==> src/rtl/ucg_defines.svh <==
// Purpose: Offsets, fields, reset values and timing counts of the clock generator
// Assumes: 32-bit AHB-Lite register words
// Notes: Included by the top module
`ifndef UCG_DEFINES_SVH
`define UCG_DEFINES_SVH
`define UCG_OFF_DIVISOR 8'h00
`define UCG_OFF_CONTROL 8'h04
`define UCG_OFF_STATUS 8'h08
`define UCG_DIVISOR_RST 16'h0040
`define UCG_FRAC_W 6
`define UCG_INT_W 10
`define UCG_SPB_NORMAL 5'h10
`define UCG_SPB_DOUBLE 5'h08
`define UCG_SPB_SYNC 5'h02
`define UCG_CTL_MODE_LSB 0
`define UCG_CTL_DOUBLE 3
`define UCG_CTL_INVERT 4
`define UCG_CTL_PHASE 5
`define UCG_CTL_ODRAIN 6
`define UCG_CTL_ONEWIRE 7
`endif

==> src/rtl/ucg_pkg.sv <==
// Purpose: Types of the clock generator
// Assumes: Nothing
// Notes: Constants live in ucg_defines.svh
package ucg_pkg;
  typedef enum logic [2:0] {
    UCG_ASYNC,
    UCG_SYNC_MASTER,
    UCG_SYNC_SLAVE,
    UCG_SPI_MASTER,
    UCG_OFF
  } ucg_mode_t;
endpackage

==> src/rtl/ucg_clock_gen.sv <==
// Purpose: Fractional rate generator and transfer-clock handling of a serial port
// Assumes: Inputs other than xfer_clk_in synchronous to clk_in, AHB-Lite single word transfers
// Notes: Emits sample, shift and capture enable pulses to the serial engines
//
// The placing of the registers and the AHB-Lite interface to the registers were decided locally.
`timescale 1ns/10ps
`include "ucg_defines.svh"

// Functional notes
// - Five modes: async normal, async double, sync master, sync slave, SPI master.
// - Async divisor: upper ten bits integer, lower six bits fraction.
// - Fraction shifts each bit's sampling instant, averaging out integer error.
// - Sync modes use only integer part; fraction written as zero.
// - Rate is clock times 64 over samples per bit times divisor.
// - Sixteen samples per symbol normally, eight in double speed.
// - Double speed doubles async rate with half the samples.
// - Slave transfer clock sampled by peripheral clock, below quarter rate.
// - Transfer clock driven in master mode, input in slave mode.
// - Receive sampled on edge opposite the transmit change edge.
// - No inversion: change rising, sample falling; inverted: reverse.
// - SPI master uses internal generator like sync master.
// - SPI mode is inversion times two plus phase, edges per table.
// - SPI shifts and latches on opposite edges; no change mid-transfer.
// - Open-drain enable makes one-wire data pin wired-AND.
module ucg_clock_gen #(
  parameter int INT_W = `UCG_INT_W,
  parameter int FRAC_W = `UCG_FRAC_W
) (
  // Clock and reset
  input wire logic clk_in,
  input wire logic resetn_in,
  // AHB-Lite slave
  input wire logic hsel_in,
  input wire logic [31:0] haddr_in,
  input wire logic [1:0] htrans_in,
  input wire logic hwrite_in,
  input wire logic [2:0] hsize_in,
  input wire logic [31:0] hwdata_in,
  input wire logic hready_in,
  output logic [31:0] hrdata_out,
  output logic hreadyout_out,
  output logic hresp_out,
  // Transfer clock pin
  input wire logic xfer_clk_in,
  output logic xfer_clk_out,
  output logic xfer_clk_oe_out,
  // Shared data pin in one-wire mode
  input wire logic tx_data_in,
  input wire logic tx_enable_in,
  output logic data_pin_out,
  output logic data_pin_oe_out,
  // Timing pulses to the engines
  output logic sample_tick_out,
  output logic shift_tick_out,
  output logic capture_tick_out
);
  localparam int DW = INT_W + FRAC_W;

  typedef struct packed {
    logic [DW-1:0] divisor;
    logic [7:0] control;
    logic wr_pend;
    logic [7:0] wr_addr;
    logic [31:0] rdata;
    logic [INT_W-1:0] int_cnt;
    logic [FRAC_W:0] frac_acc;
    logic extra;
    logic [4:0] sub_cnt;
    logic xclk;
    logic sync1;
    logic sync2;
    logic sync3;
    logic sample;
    logic shift;
    logic capture;
    logic pin;
    logic pin_oe;
    logic xclk_pin;
    logic clk_oe;
  } ucg_state_t;

  ucg_state_t s_q, s_d;

  function automatic ucg_pkg::ucg_mode_t decode_mode(input logic [7:0] c);
    case (c[`UCG_CTL_MODE_LSB +: 3])
      3'h0: decode_mode = ucg_pkg::UCG_ASYNC;
      3'h1: decode_mode = ucg_pkg::UCG_SYNC_MASTER;
      3'h2: decode_mode = ucg_pkg::UCG_SYNC_SLAVE;
      3'h3: decode_mode = ucg_pkg::UCG_SPI_MASTER;
      default: decode_mode = ucg_pkg::UCG_OFF;
    endcase
  endfunction

  ucg_pkg::ucg_mode_t mode;
  logic async_mode, master_sync, base_tick, lead_edge, trail_edge, xclk_rise, xclk_fall;
  logic [4:0] spb;
  logic [INT_W-1:0] int_part;
  logic [FRAC_W-1:0] frac_part;

  always_comb
  begin
    mode = decode_mode(s_q.control);
    async_mode = (mode == ucg_pkg::UCG_ASYNC);
    master_sync = (mode == ucg_pkg::UCG_SYNC_MASTER) || (mode == ucg_pkg::UCG_SPI_MASTER);
    int_part = s_q.divisor[DW-1:FRAC_W];
    frac_part = async_mode ? s_q.divisor[FRAC_W-1:0] : '0;
    if (!async_mode)
      spb = `UCG_SPB_SYNC;
    else if (s_q.control[`UCG_CTL_DOUBLE])
      spb = `UCG_SPB_DOUBLE;
    else
      spb = `UCG_SPB_NORMAL;
    base_tick = (mode != ucg_pkg::UCG_OFF) && (mode != ucg_pkg::UCG_SYNC_SLAVE)
      && (s_q.int_cnt == '0) && !s_q.extra;
    xclk_rise = s_q.sync2 && !s_q.sync3;
    xclk_fall = !s_q.sync2 && s_q.sync3;
  end

  always_comb
  begin
    s_d = s_q;
    s_d.sample = 1'b0;
    s_d.shift = 1'b0;
    s_d.capture = 1'b0;
    lead_edge = 1'b0;
    trail_edge = 1'b0;
    // Bus write data phase
    if (s_q.wr_pend)
    begin
      s_d.wr_pend = 1'b0;
      if (s_q.wr_addr == `UCG_OFF_DIVISOR)
        s_d.divisor = hwdata_in[DW-1:0];
      else if (s_q.wr_addr == `UCG_OFF_CONTROL)
        s_d.control = hwdata_in[7:0];
    end
    // Bus address phase
    if (hsel_in && hready_in && htrans_in[1])
    begin
      s_d.wr_pend = hwrite_in;
      s_d.wr_addr = haddr_in[7:0];
      case (haddr_in[7:0])
        `UCG_OFF_DIVISOR: s_d.rdata = {{(32-DW){1'b0}}, s_q.divisor};
        `UCG_OFF_CONTROL: s_d.rdata = {24'h000000, s_q.control};
        `UCG_OFF_STATUS: s_d.rdata = {29'h00000000, s_q.xclk, s_q.sync2, s_q.extra};
        default: s_d.rdata = 32'h00000000;
      endcase
    end
    // Rate generator: integer counter with fractional stretch
    if (s_q.extra)
      s_d.extra = 1'b0;
    else if (s_q.int_cnt != '0)
      s_d.int_cnt = s_q.int_cnt - 1'b1;
    if (base_tick)
    begin
      s_d.int_cnt = (int_part > 1) ? int_part - 1'b1 : '0;
      s_d.frac_acc = {1'b0, s_q.frac_acc[FRAC_W-1:0]} + {1'b0, frac_part};
      s_d.extra = s_d.frac_acc[FRAC_W];
      if (s_q.sub_cnt >= spb - 1'b1)
        s_d.sub_cnt = '0;
      else
        s_d.sub_cnt = s_q.sub_cnt + 1'b1;
      if (async_mode)
      begin
        s_d.sample = 1'b1;
        s_d.shift = (s_q.sub_cnt == '0);
      end
      else
      begin
        s_d.xclk = ~s_q.xclk;
        lead_edge = !s_q.xclk;
        trail_edge = s_q.xclk;
      end
    end
    // Slave clock sampled with the peripheral clock
    s_d.sync1 = xfer_clk_in;
    s_d.sync2 = s_q.sync1;
    s_d.sync3 = s_q.sync2;
    if (mode == ucg_pkg::UCG_SYNC_SLAVE)
    begin
      lead_edge = s_q.control[`UCG_CTL_INVERT] ? xclk_fall : xclk_rise;
      trail_edge = s_q.control[`UCG_CTL_INVERT] ? xclk_rise : xclk_fall;
    end
    // Edge roles: in SPI master, phase picks sample or setup on leading edge
    if (!async_mode && mode != ucg_pkg::UCG_OFF)
    begin
      if (mode == ucg_pkg::UCG_SPI_MASTER && !s_q.control[`UCG_CTL_PHASE])
      begin
        s_d.capture = lead_edge;
        s_d.shift = trail_edge;
      end
      else
      begin
        s_d.shift = lead_edge;
        s_d.capture = trail_edge;
      end
    end
    // Shared data pin, wired-AND when open drain and one-wire are both set
    if (s_q.control[`UCG_CTL_ODRAIN] && s_q.control[`UCG_CTL_ONEWIRE])
    begin
      s_d.pin = 1'b0;
      s_d.pin_oe = tx_enable_in && !tx_data_in;
    end
    else
    begin
      s_d.pin = tx_data_in;
      s_d.pin_oe = tx_enable_in;
    end
    // Transfer clock pin level and drive enable, registered
    s_d.xclk_pin = s_d.xclk ^ s_d.control[`UCG_CTL_INVERT];
    s_d.clk_oe = (s_d.control[2:0] == 3'h1) || (s_d.control[2:0] == 3'h3);
  end

  always_ff @(posedge clk_in or negedge resetn_in)
  begin
    if (!resetn_in)
    begin
      s_q <= '0;
      s_q.divisor <= `UCG_DIVISOR_RST;
      s_q.pin <= 1'b1;
    end
    else
      s_q <= s_d;
  end

  // Transfer clock pin polarity follows the invert bit
  assign xfer_clk_out = s_q.xclk_pin;
  assign xfer_clk_oe_out = s_q.clk_oe;
  assign data_pin_out = s_q.pin;
  assign data_pin_oe_out = s_q.pin_oe;
  assign hrdata_out = s_q.rdata;
  assign hreadyout_out = 1'b1;
  assign hresp_out = 1'b0;
  assign sample_tick_out = s_q.sample;
  assign shift_tick_out = s_q.shift;
  assign capture_tick_out = s_q.capture;

  a_slave_no_out: assert property (@(posedge clk_in) disable iff (!resetn_in)
    (s_q.control[2:0] == 3'h2) |-> !xfer_clk_oe_out)
    else $error("Transfer clock driven in slave mode");
  a_master_drives: assert property (@(posedge clk_in) disable iff (!resetn_in)
    (s_q.control[2:0] == 3'h1) |-> xfer_clk_oe_out)
    else $error("Transfer clock not driven in master mode");
  a_edges_apart: assert property (@(posedge clk_in) disable iff (!resetn_in)
    !(shift_tick_out && capture_tick_out))
    else $error("Shift and capture on the same edge");
  a_slave_sample: assert property (@(posedge clk_in) disable iff (!resetn_in)
    (mode == ucg_pkg::UCG_SYNC_SLAVE && !s_q.control[4] && s_q.sync2 && !s_q.sync3)
    |=> shift_tick_out)
    else $error("Slave rising edge gave no shift");
  a_frac_stretch: assert property (@(posedge clk_in) disable iff (!resetn_in)
    s_q.extra |=> !sample_tick_out)
    else $error("Stretch cycle produced a tick");
  a_async_div: assert property (@(posedge clk_in) disable iff (!resetn_in)
    (async_mode && base_tick && int_part == 10'h001 && frac_part == '0 && !s_q.wr_pend
      && $stable(s_q.divisor)) |=> sample_tick_out ##1 sample_tick_out)
    else $error("Divisor one does not tick every cycle");
  a_sync_no_frac: assert property (@(posedge clk_in) disable iff (!resetn_in)
    (!async_mode && base_tick) |=> !s_q.extra)
    else $error("Fraction used in synchronous mode");
  a_odrain_high: assert property (@(posedge clk_in) disable iff (!resetn_in)
    (s_q.control[6] && s_q.control[7]) |=> !data_pin_out)
    else $error("Open drain pin drives high");

  // Mode, edge and data pin checks
  a_async_no_cap: assert property (@(posedge clk_in) disable iff (!resetn_in)
    async_mode |=> !capture_tick_out)
    else $error("Capture tick in asynchronous mode");
  a_off_quiet: assert property (@(posedge clk_in) disable iff (!resetn_in)
    (mode == ucg_pkg::UCG_OFF) |=> !(sample_tick_out || shift_tick_out || capture_tick_out))
    else $error("Tick while the generator is off");
  a_sync_no_sample: assert property (@(posedge clk_in) disable iff (!resetn_in)
    !async_mode |=> !sample_tick_out)
    else $error("Oversample tick in synchronous mode");
  a_slave_fall_cap: assert property (@(posedge clk_in) disable iff (!resetn_in)
    (mode == ucg_pkg::UCG_SYNC_SLAVE && !s_q.control[`UCG_CTL_INVERT] && xclk_fall)
    |=> capture_tick_out)
    else $error("Slave falling edge gave no capture");
  a_slave_inv_cap: assert property (@(posedge clk_in) disable iff (!resetn_in)
    (mode == ucg_pkg::UCG_SYNC_SLAVE && s_q.control[`UCG_CTL_INVERT] && xclk_rise)
    |=> capture_tick_out)
    else $error("Inverted slave rising edge gave no capture");
  a_master_lead: assert property (@(posedge clk_in) disable iff (!resetn_in)
    (mode == ucg_pkg::UCG_SYNC_MASTER && base_tick && !s_q.xclk) |=> shift_tick_out)
    else $error("Master leading edge gave no shift");
  a_spi_phase0: assert property (@(posedge clk_in) disable iff (!resetn_in)
    (mode == ucg_pkg::UCG_SPI_MASTER && !s_q.control[`UCG_CTL_PHASE] && base_tick
      && !s_q.xclk) |=> capture_tick_out)
    else $error("SPI phase zero leading edge gave no capture");
  a_spi_phase1: assert property (@(posedge clk_in) disable iff (!resetn_in)
    (mode == ucg_pkg::UCG_SPI_MASTER && s_q.control[`UCG_CTL_PHASE] && base_tick
      && !s_q.xclk) |=> shift_tick_out)
    else $error("SPI phase one leading edge gave no shift");
  a_xclk_toggle: assert property (@(posedge clk_in) disable iff (!resetn_in)
    (!async_mode && base_tick) |=> (s_q.xclk != $past(s_q.xclk)))
    else $error("Internal transfer clock did not toggle");
  a_od_no_drive: assert property (@(posedge clk_in) disable iff (!resetn_in)
    (s_q.control[6] && s_q.control[7] && tx_enable_in && tx_data_in) |=> !data_pin_oe_out)
    else $error("Open drain pin driven for a high bit");
  a_plain_pin: assert property (@(posedge clk_in) disable iff (!resetn_in)
    !(s_q.control[6] && s_q.control[7]) |=> (data_pin_out == $past(tx_data_in)))
    else $error("Data pin does not follow transmit data");
endmodule // ucg_clock_gen

==> config.mk <==
export PLATFORM = sky130hd
export DESIGN_NAME = ucg_clock_gen
export DESIGN_NICKNAME = d
export VERILOG_FILES = /design/src/rtl/ucg_pkg.sv /design/src/rtl/ucg_clock_gen.sv
export VERILOG_INCLUDE_DIRS = /design/src /design/src/rtl
export SDC_FILE = /design/constraint.sdc
export NUM_CORES = 1
export LEC_CHECK = 0
export BUFFER_PORTS_ARGS = -buffer_cell sky130_fd_sc_hd__buf_2
export CAP_MARGIN = 40
export CORE_ASPECT_RATIO = 1.75
export CORE_UTILIZATION = 40
export DETAILED_ROUTE_END_ITERATION = 8
export GPL_TIMING_DRIVEN = 0
export REMOVE_ABC_BUFFERS = 1
export SYNTH_ARGS = -nofsm -noshare
export SYNTH_HDL_FRONTEND = slang
export SYNTH_SLANG_ARGS = --single-unit
==> constraint.sdc <==
create_clock -name clk_in -period 5.21 [get_ports clk_in]
set_input_delay 1.042 -clock clk_in [delete_from_list [all_inputs] [get_ports clk_in]]
set_output_delay 1.042 -clock clk_in [all_outputs]
set_load 0.03 [all_outputs]
Word level (Yosys, flattened, before mapping)
Index checks and enable logic that the tools add are counted. Widths: inputs -> output; s select.

Muxes and demuxes: 28. Add/sub/neg operators: 5. $lt $le $gt $ge: 2. Reductions and logical operators: 30. Bitwise logic cells: 3. Equal/unequal tests: 13.

Operators with widths (count): $pmux 16 s3 (1); $mux 41 (1); $mux 10 (3); $mux 5 (5); $mux 24 (1); $sub 10x1->10 const B (2); $eq 8x3->1 const B (2); $logic_not 8->1 (2); $eq 3x2->1 const B (5); $mux 6 (2); $pmux 3 s4 (1); $logic_and 1x1->1 (11); $gt 10x1->1 const B (1); $logic_not 10->1 (1); $mux 2 (5); $reduce_bool 10->1 (1); $mux 1 (9); $eq 8x4->1 const B (1); $add 6x6->7 (1); $logic_not 1->1 (7); $eq 3x1->1 const B (2); $logic_not 3->1 (2); $add 5x1->5 const B (1); $ge 5x5->1 (1); other kinds (11) (13).

Input bits: 77. Flip-flop bits (word level): 99. Logic and storage cells: 102.

Longest topological paths before layout
Gate-level depths: netlist (run 1).

Word-level depth: 10. Gate-level depth with buffers: 9.

Worst setup path after synthesis (run 1)
No wires, ideal clock.

Path kind: register to register. Start: register s_q[77] (netlist bit). End: register s_q[15] (netlist bit). Slack: 2798 ps. Clock period less this slack: 2412 ps. Cell stages (with the launch flop): 9. Path buffers: 0. Arrival: 2286 ps. Cells stage by stage: dfrtp_1 nor3_1 inv_1 ha_1 a21o_1 a21oi_1 o21ai_0 nor2_1 a221o_1.

Longest elaborated chain between the ends: 7. Elaborated cells between the ends (all ways): 15. Those cells by class: 1 x add/sub; 1 x order compare; 5 x eq/ne; 3 x mux; 5 x reduce/logical.

Ends and longest elaborated chain: start, declared (line ucg_clock_gen.sv:82) `ucg_state_t s_q, s_d;`; $eq 3x2->1 (tied with other cells) (line ucg_clock_gen.sv:85) `` case (c[`UCG_CTL_MODE_LSB +: 3]) ``; $pmux 3 s4 * (line ucg_clock_gen.sv:85); $logic_not 3->1 (line ucg_clock_gen.sv:103) `async_mode = (mode == ucg_pkg::UCG_ASYNC);`; $mux 5 (line ucg_clock_gen.sv:107) `if (!async_mode)`; $sub 5x1->5 (line ucg_clock_gen.sv:158) `if (s_q.sub_cnt >= spb - 1'b1)`; $ge 5x5->1 (line ucg_clock_gen.sv:158); $mux 5 (line ucg_clock_gen.sv:158).

Every way passes the cells marked *; elsewhere a longest branch is shown, timed or not. A chain may end at the register's enable or synchronous reset.

Worst setup path after layout (run 1)
Ends and elaborated chain as after synthesis.

==> run_results.csv, run 1 <==
group,metric,value,unit
critical_path,worst_ep_arrival_time,3.25,ns
synthesis,synthFlopType,"sky130_fd_sc_hd__dfrtp_1",
detailed_routing,detail_route.drc_violations,0,
critical_path,crit_path_top_delay_cell,"sky130_fd_sc_hd__nor3_1",
placed_design,cell_total_after_placement,566,
power_and_ir_drop,switchingPower,542.4,µW
critical_path,cp_cell_sequence,"nor3_1 > inv_1 > ha_1 > a21o_1 > a21oi_1 > o21ai_0 > nor2_1 > a221o_1",
synthesis,synth.most_common_cell,"sky130_fd_sc_hd__dfrtp_1",
sta,tightestPinTransition,0.7659,ns
power_and_ir_drop,seqPwrFrac,45.4,%
power_and_ir_drop,pwr-share-clk,34.2,%
detailed_routing,via_per_inst,5.258,
die,die_h,140.2,µm
outcome,status,"completed",
job,max-cap-violations,0,
detailed_routing,num_vias,3060,
cts,clockRootBuffer,"sky130_fd_sc_hd__clkbuf_16",
synthesis,yosysWarningCount,0,
synthesis,synth.ff_latch_count,82,
die,placement_rows,50,
placed_design,dp.final_hpwl,6816,µm
critical_path,startpoint_type,"flop",
layout,n_fill_cell,1044,
sta,grt_setup_unrepaired,"false",
cts,cts-buffers-inserted,9,
layout,num_antenna_cells,0,
synthesis,ys_top_cells_by_count,"sky130_fd_sc_hd__dfrtp_1 (80), sky130_fd_sc_hd__buf_4 (35), sky130_fd_sc_hd__nand2_1 (31), sky130_fd_sc_hd__mux2_2 (30), sky130_fd_sc_hd__nor2_1 (26)",
placed_design,port-buffer-count,55,
detailed_routing,detail_route.wl_per_cell,15.71,µm
placed_design,place_worst_setup_slack,2.028,ns
sta,period_needed,3.038,ns
sta,hold_violation_count_in_the_final_report,0,
cts,clk_path_buf_depth,2,
sta,maxSlewHeadroom,48.55,%
sta,skew,0.006264,ns
detailed_routing,firstDrtPassIters,4,
die,effective_utilization_at_floorplan,41.07,%
cts,cts_post_setup_buffers_inserted,0,
sta,final_min_period_over_clock_period,58.32,%
die,die_area,11360,µm²
cts,cts.clk_slew.worst_paths,0.06,ns
hold_path,hold_path_class,"flop to flop",
sta,maxSlewViolCount,0,
grt,grt_overflow_total,0,
layout,final_cells,582,
synthesis,syn-mean-instance-area,10.84,µm²
detailed_routing,route.antenna.remaining_nets,0,
cts,clkSinkCount,82,
die,core_area,10640,µm²
sta,timing.final.ws_setup,2.172,ns
synthesis,synth-seq-area-share,47.04,%
sta,final.setup.tns,0,ns
grt,global_router_s_overall_resource_usage,18.15,%
detailed_routing,totalWireLength,9143,µm
die,die_w,81.00,µm
power_and_ir_drop,vdd_drop_max,0.0002050,V
synthesis,asyncSetResetFlopFracSynth,100.0,%
layout,synthToLayoutAreaGrowth,12.80,%
synthesis,synth_area_leaders,"sky130_fd_sc_hd__dfrtp_1 (46%), sky130_fd_sc_hd__mux2_2 (7.7%), sky130_fd_sc_hd__buf_4 (6.0%)",
layout,nets,542,
synthesis,post_synth_num_cell_types,66,
cts,clk-insertion-delay-late,0.33,ns
power_and_ir_drop,share_comb_of_total_power,20.4,%
critical_path,crit_fanout,9,
grt,grt_max_degree,48,
placed_design,gpl.final_weighted_congestion,0.7443,
cts,cts_resized,0,
power_and_ir_drop,internal-power,1.270,mW
synthesis,synth_area_leader_cell,"sky130_fd_sc_hd__dfrtp_1",
grt,antenna_found_initial,0,
detailed_routing,drt-initial-drc-count,131,
sta,setup_violations,0,
critical_path,worst_path_largest_cell_delay,0.67,ns
layout,layout.area.seq,2054,µm²
die,boundaryPins,118,
grt,grt_first_pass_wirelength,15870,µm
layout,multi_input_logic_area,2041,µm²
cts,cts-hold-fix-buffers,0,
power_and_ir_drop,leakage,2.328,nW
grt,first_global_vias,3209,
cts,htree_levels,3,
critical_path,worstSetupEndpointType,"flop",
synthesis,synthCells,403,
critical_path,crit_type,"flop to flop",
synthesis,post-synth-top-area-fraction,45.83,%
cts,tritoncts,"yes",
power_and_ir_drop,switching_share,29.93,%
sta,max_clock_freq,329.1,MHz
critical_path,worst_ep_required_time,5.42,ns
power_and_ir_drop,power_density,367.8,nW/µm²
layout,layout_cells_sized_above_1,24.78,%
synthesis,synth_edf_count,0,
synthesis,mappedNetlistArea,4368,µm²
-- critical path, delay by kind of cell, from the launching register on --
kind            cells  cell delay (ns)
buf+inv             1             0.27
compound gates      4             1.01
fa+ha+maj           1             0.36
simple gates        2             0.83
flops               1             0.45
-- stage by stage --
stage	util [%]	cell area [µm²]	hold WS [ns]	power, mW
after floorplan	-	4140	0.3312	1.092
after global placement	43.05	4578	0.3365	1.188
after detailed placement	43.61	4638	0.3387	1.206
after CTS	46.33	4927	0.3523	1.832
after global routing	46.33	4927	0.3570	1.925
final	46.33	4927	0.3499	1.812
-- flip-flops by register name, indices dropped and copies added, names as in the netlist --
name and flops:
data_pin_out 1, int_part 10, s_q 47, xfer_clk_oe_out 1, xfer_clk_out 1, data_pin_oe_out 1, sample_tick_out 1, s_d 2
hrdata_out 16, shift_tick_out 1, capture_tick_out 1
-- power groups by stage --
stage,Sequential (mW),Combinational (mW),Clock (mW)
detailed placement,0.832,0.374,0
global placement,0.829,0.359,0
global route,0.840,0.421,0.664
CTS,0.822,0.375,0.636
floorplan,0.821,0.271,0
finish,0.822,0.370,0.621
-- layout make-up --
type | count | area share, %
Multi-Input combinational cell | 284 | 41.42
Clock inverter | 4 | 1.067
Inverter | 12 | 0.9142
Timing Repair Buffer | 58 | 6.805
Clock buffer | 12 | 4.799
Tap cell | 130 | 3.301
Sequential cell | 82 | 41.70
-- worst paths after layout --
path | startpoint | endpoint | slack [ns] | cells past startpoint
min in group asynchronous | resetn_in | s_q[20]$_DFFE_PN0N_ | 0.67 | 1
max in group asynchronous | resetn_in | int_part[0]$_DFFE_PN1P_ | 3.87 | 2
max | s_q[77]$_DFF_PN0_ | s_q[15]$_DFFE_PN0N_ | 2.17 | 8
min reg2reg | s_d[8]$_DFF_PN0_ | s_d[7]$_DFF_PN0_ | 0.35 | 0
max reg2reg | s_q[77]$_DFF_PN0_ | s_q[15]$_DFFE_PN0N_ | 2.17 | 8
min | s_d[8]$_DFF_PN0_ | s_d[7]$_DFF_PN0_ | 0.35 | 0
-- logic make-up after synthesis --
kind of cell	count (synthesis)	synth area share, %
adder cells (fa/ha/maj)	18	5.328
flip-flops	82	47.04
AO/OA/AOI/OAI	80	12.32
XOR/XNOR	12	2.406
other	2	0.1719
buffers and inverters	54	7.705
AND/OR/NAND/NOR	111	13.95
multiplexers	44	11.09
-- metal layers --
layer,GRT usage (%),part of all wire [%]
met3,3.583,3.5
met4,6.861,1.9
met2,31.80,54
met5,0,0
met1,21.21,41
-- layout by cell type (no fill, tap or decap), types with 13 or more instances in the layout --
cell type,netlist,final
sky130_fd_sc_hd__a21oi_1,13,13
sky130_fd_sc_hd__buf_2,1,54
sky130_fd_sc_hd__conb_1,2,19
sky130_fd_sc_hd__dfrtp_1,80,80
sky130_fd_sc_hd__ha_1,17,17
sky130_fd_sc_hd__mux2_2,30,30
sky130_fd_sc_hd__nand2_1,31,31
sky130_fd_sc_hd__nor2_1,26,26
sky130_fd_sc_hd__o21ai_0,18,18
Note: power is estimated with default switching activity, not from simulation.
==> inputs of run 2 (changes only) <==
==> constraint.sdc (replaced) <==
create_clock -name clk_in -period 3.1 [get_ports clk_in]
set_input_delay 0.62 -clock clk_in [delete_from_list [all_inputs] [get_ports clk_in]]
set_output_delay 0.62 -clock clk_in [all_outputs]
set_load 0.03 [all_outputs]
==> run 2 against run 1 <==
Clock power grew 67%. Sequential share of layout area hardly changed. Global-route usage stayed put. Sequential cell count unchanged. Largest cell class unchanged.
==> run_results.csv, run 2 (synthesized netlist as in run 1, its figures left out) <==
group,metric,value,unit
cts,tritoncts,"yes",
cts,cts-buffers-inserted,9,
die,die_h,140.2,µm
grt,global_router_s_overall_resource_usage,18.15,%
layout,layout_commonest_cell,"sky130_fd_sc_hd__dfrtp_1",
cts,htree_levels,3,
layout,largest_reg_flops,47,
power_and_ir_drop,vdd_drop_max,0.0003459,V
critical_path,crit_path_top_delay_cell,"sky130_fd_sc_hd__o21ai_0",
layout,num_antenna_cells,0,
critical_path,timing.critical_path.buf_inv,1,
detailed_routing,via_per_inst,5.285,
detailed_routing,drt-initial-drc-count,142,
detailed_routing,num_vias,3076,
sta,maxSlewViolCount,0,
job,max-cap-violations,0,
placed_design,port-buffer-count,55,
die,placement_rows,50,
critical_path,worst_ep_required_time,3.31,ns
sta,hold_slack,0.2499,ns
cts,clockRootBuffer,"sky130_fd_sc_hd__clkbuf_16",
sta,skew,0.005637,ns
placed_design,gpl.final_weighted_congestion,0.7443,
critical_path,crit_type,"flop to flop",
sta,period_needed,2.763,ns
die,boundaryPins,118,
cts,clk_path_buf_depth,2,
placed_design,place_worst_setup_slack,0.08241,ns
grt,grt_overflow_total,0,
sta,final_min_period_over_clock_period,89.11,%
critical_path,cp_top_family,"compound AO/OA/AOI/OAI gates",
placed_design,dp.final_hpwl,6816,µm
grt,grt_first_pass_wirelength,15870,µm
detailed_routing,totalWireLength,9176,µm
die,die_area,11360,µm²
layout,nets,542,
sta,tightestPinTransition,0.6704,ns
critical_path,worst_ep_arrival_time,2.98,ns
power_and_ir_drop,totalPowerFinal,3.046,mW
sta,setup_violations,0,
detailed_routing,firstDrtPassIters,4,
critical_path,critPathLaunch,"s_q[77]$_DFF_PN0_",
placed_design,post_dp_cell_area,4638,µm²
grt,antenna_found_initial,0,
layout,fin_util,46.38,%
critical_path,crit_fanout,9,
outcome,status,"completed",
cts,clk-insertion-delay-late,0.33,ns
layout,layout_cells_sized_above_1,25.00,%
hold_path,hold_path_class,"input port to asynchronous set/reset pin",
detailed_routing,route.antenna.remaining_nets,0,
sta,timing.final.ws_setup,0.3374,ns
critical_path,regToRegStartpoint,"s_q[77]$_DFF_PN0_",
critical_path,cp_cell_sequence,"nor3_2 > inv_1 > ha_1 > a21o_1 > a21oi_1 > o21ai_0 > nor2_1 > a221o_1",
sta,hold_violation_count_in_the_final_report,0,
sta,max_clock_freq,362.0,MHz
critical_path,startpoint_type,"flop",
detailed_routing,detail_route.drc_violations,0,
grt,grt_max_degree,48,
die,core_area,10640,µm²
sta,final.setup.tns,0,ns
detailed_routing,detail_route.wl_per_cell,15.77,µm
layout,final_cells,582,
grt,first_global_vias,3209,
die,effective_utilization_at_floorplan,41.07,%
power_and_ir_drop,power_density,617.6,nW/µm²
critical_path,worstSetupEndpointType,"flop",
sta,maxSlewHeadroom,55.00,%
die,die_w,81.00,µm
power_and_ir_drop,leakage,2.329,nW
placed_design,cell_total_after_placement,566,
layout,post-route-cell-area,4932,µm²
layout,largest_register,"s_q",
sta,grt_setup_unrepaired,"false",
critical_path,worst_path_largest_cell_delay,0.50,ns
cts,cts.clk_slew.worst_paths,0.06,ns
layout,synthToLayoutAreaGrowth,12.92,%
layout,final_cell_mix,"sky130_fd_sc_hd__dfrtp_1 (80), sky130_fd_sc_hd__buf_2 (54), sky130_fd_sc_hd__nand2_1 (31)",
cts,clkSinkCount,82,
-- run 2: worst paths after layout --
path	cells past startpoint	slack, ns	to
setup / recovery	8	0.34	s_q[15]$_DFFE_PN0N_
hold / removal	1	0.25	s_q[20]$_DFFE_PN0N_
setup reg to reg	8	0.34	s_q[15]$_DFFE_PN0N_
hold reg to reg	0	0.35	s_d[7]$_DFF_PN0_
max in group asynchronous	2	2.19	int_part[0]$_DFFE_PN1P_
min in group clk_in	0	0.35	s_d[7]$_DFF_PN0_
-- run 2: what timing repair did --
item / in CTS / in global routing
setup buffers: 0 / 0
hold buffers: 0 / 0
resized for setup: 0 / 1
endpoints found under the setup margin: 0 / 3
-- run 2: layer usage --
layer  share of wire [%]  track usage, %  up-vias
li1                    -               -     1473
met1                  41           21.21     1513
met2                  54           31.80       78
met3                 3.1           3.583       12
met4                 2.0           6.861        0
met5                   0               0        -
-- run 2: layout make-up --
type	instances	area (µm²)
multi-input combinational	284	2046
sequential	82	2054
tap	130	162.7
timing repair buffer	58	335.3
clock inverter	4	52.55
clock buffer	12	236.5
fill	1043	5703
inverter	12	45.04
-- run 2: report_power, final --
group	switching [mW]	internal, mW	total (mW)
clock	0.417	0.625	1.04
combinational	0.329	0.293	0.622
sequential	0.166	1.22	1.38
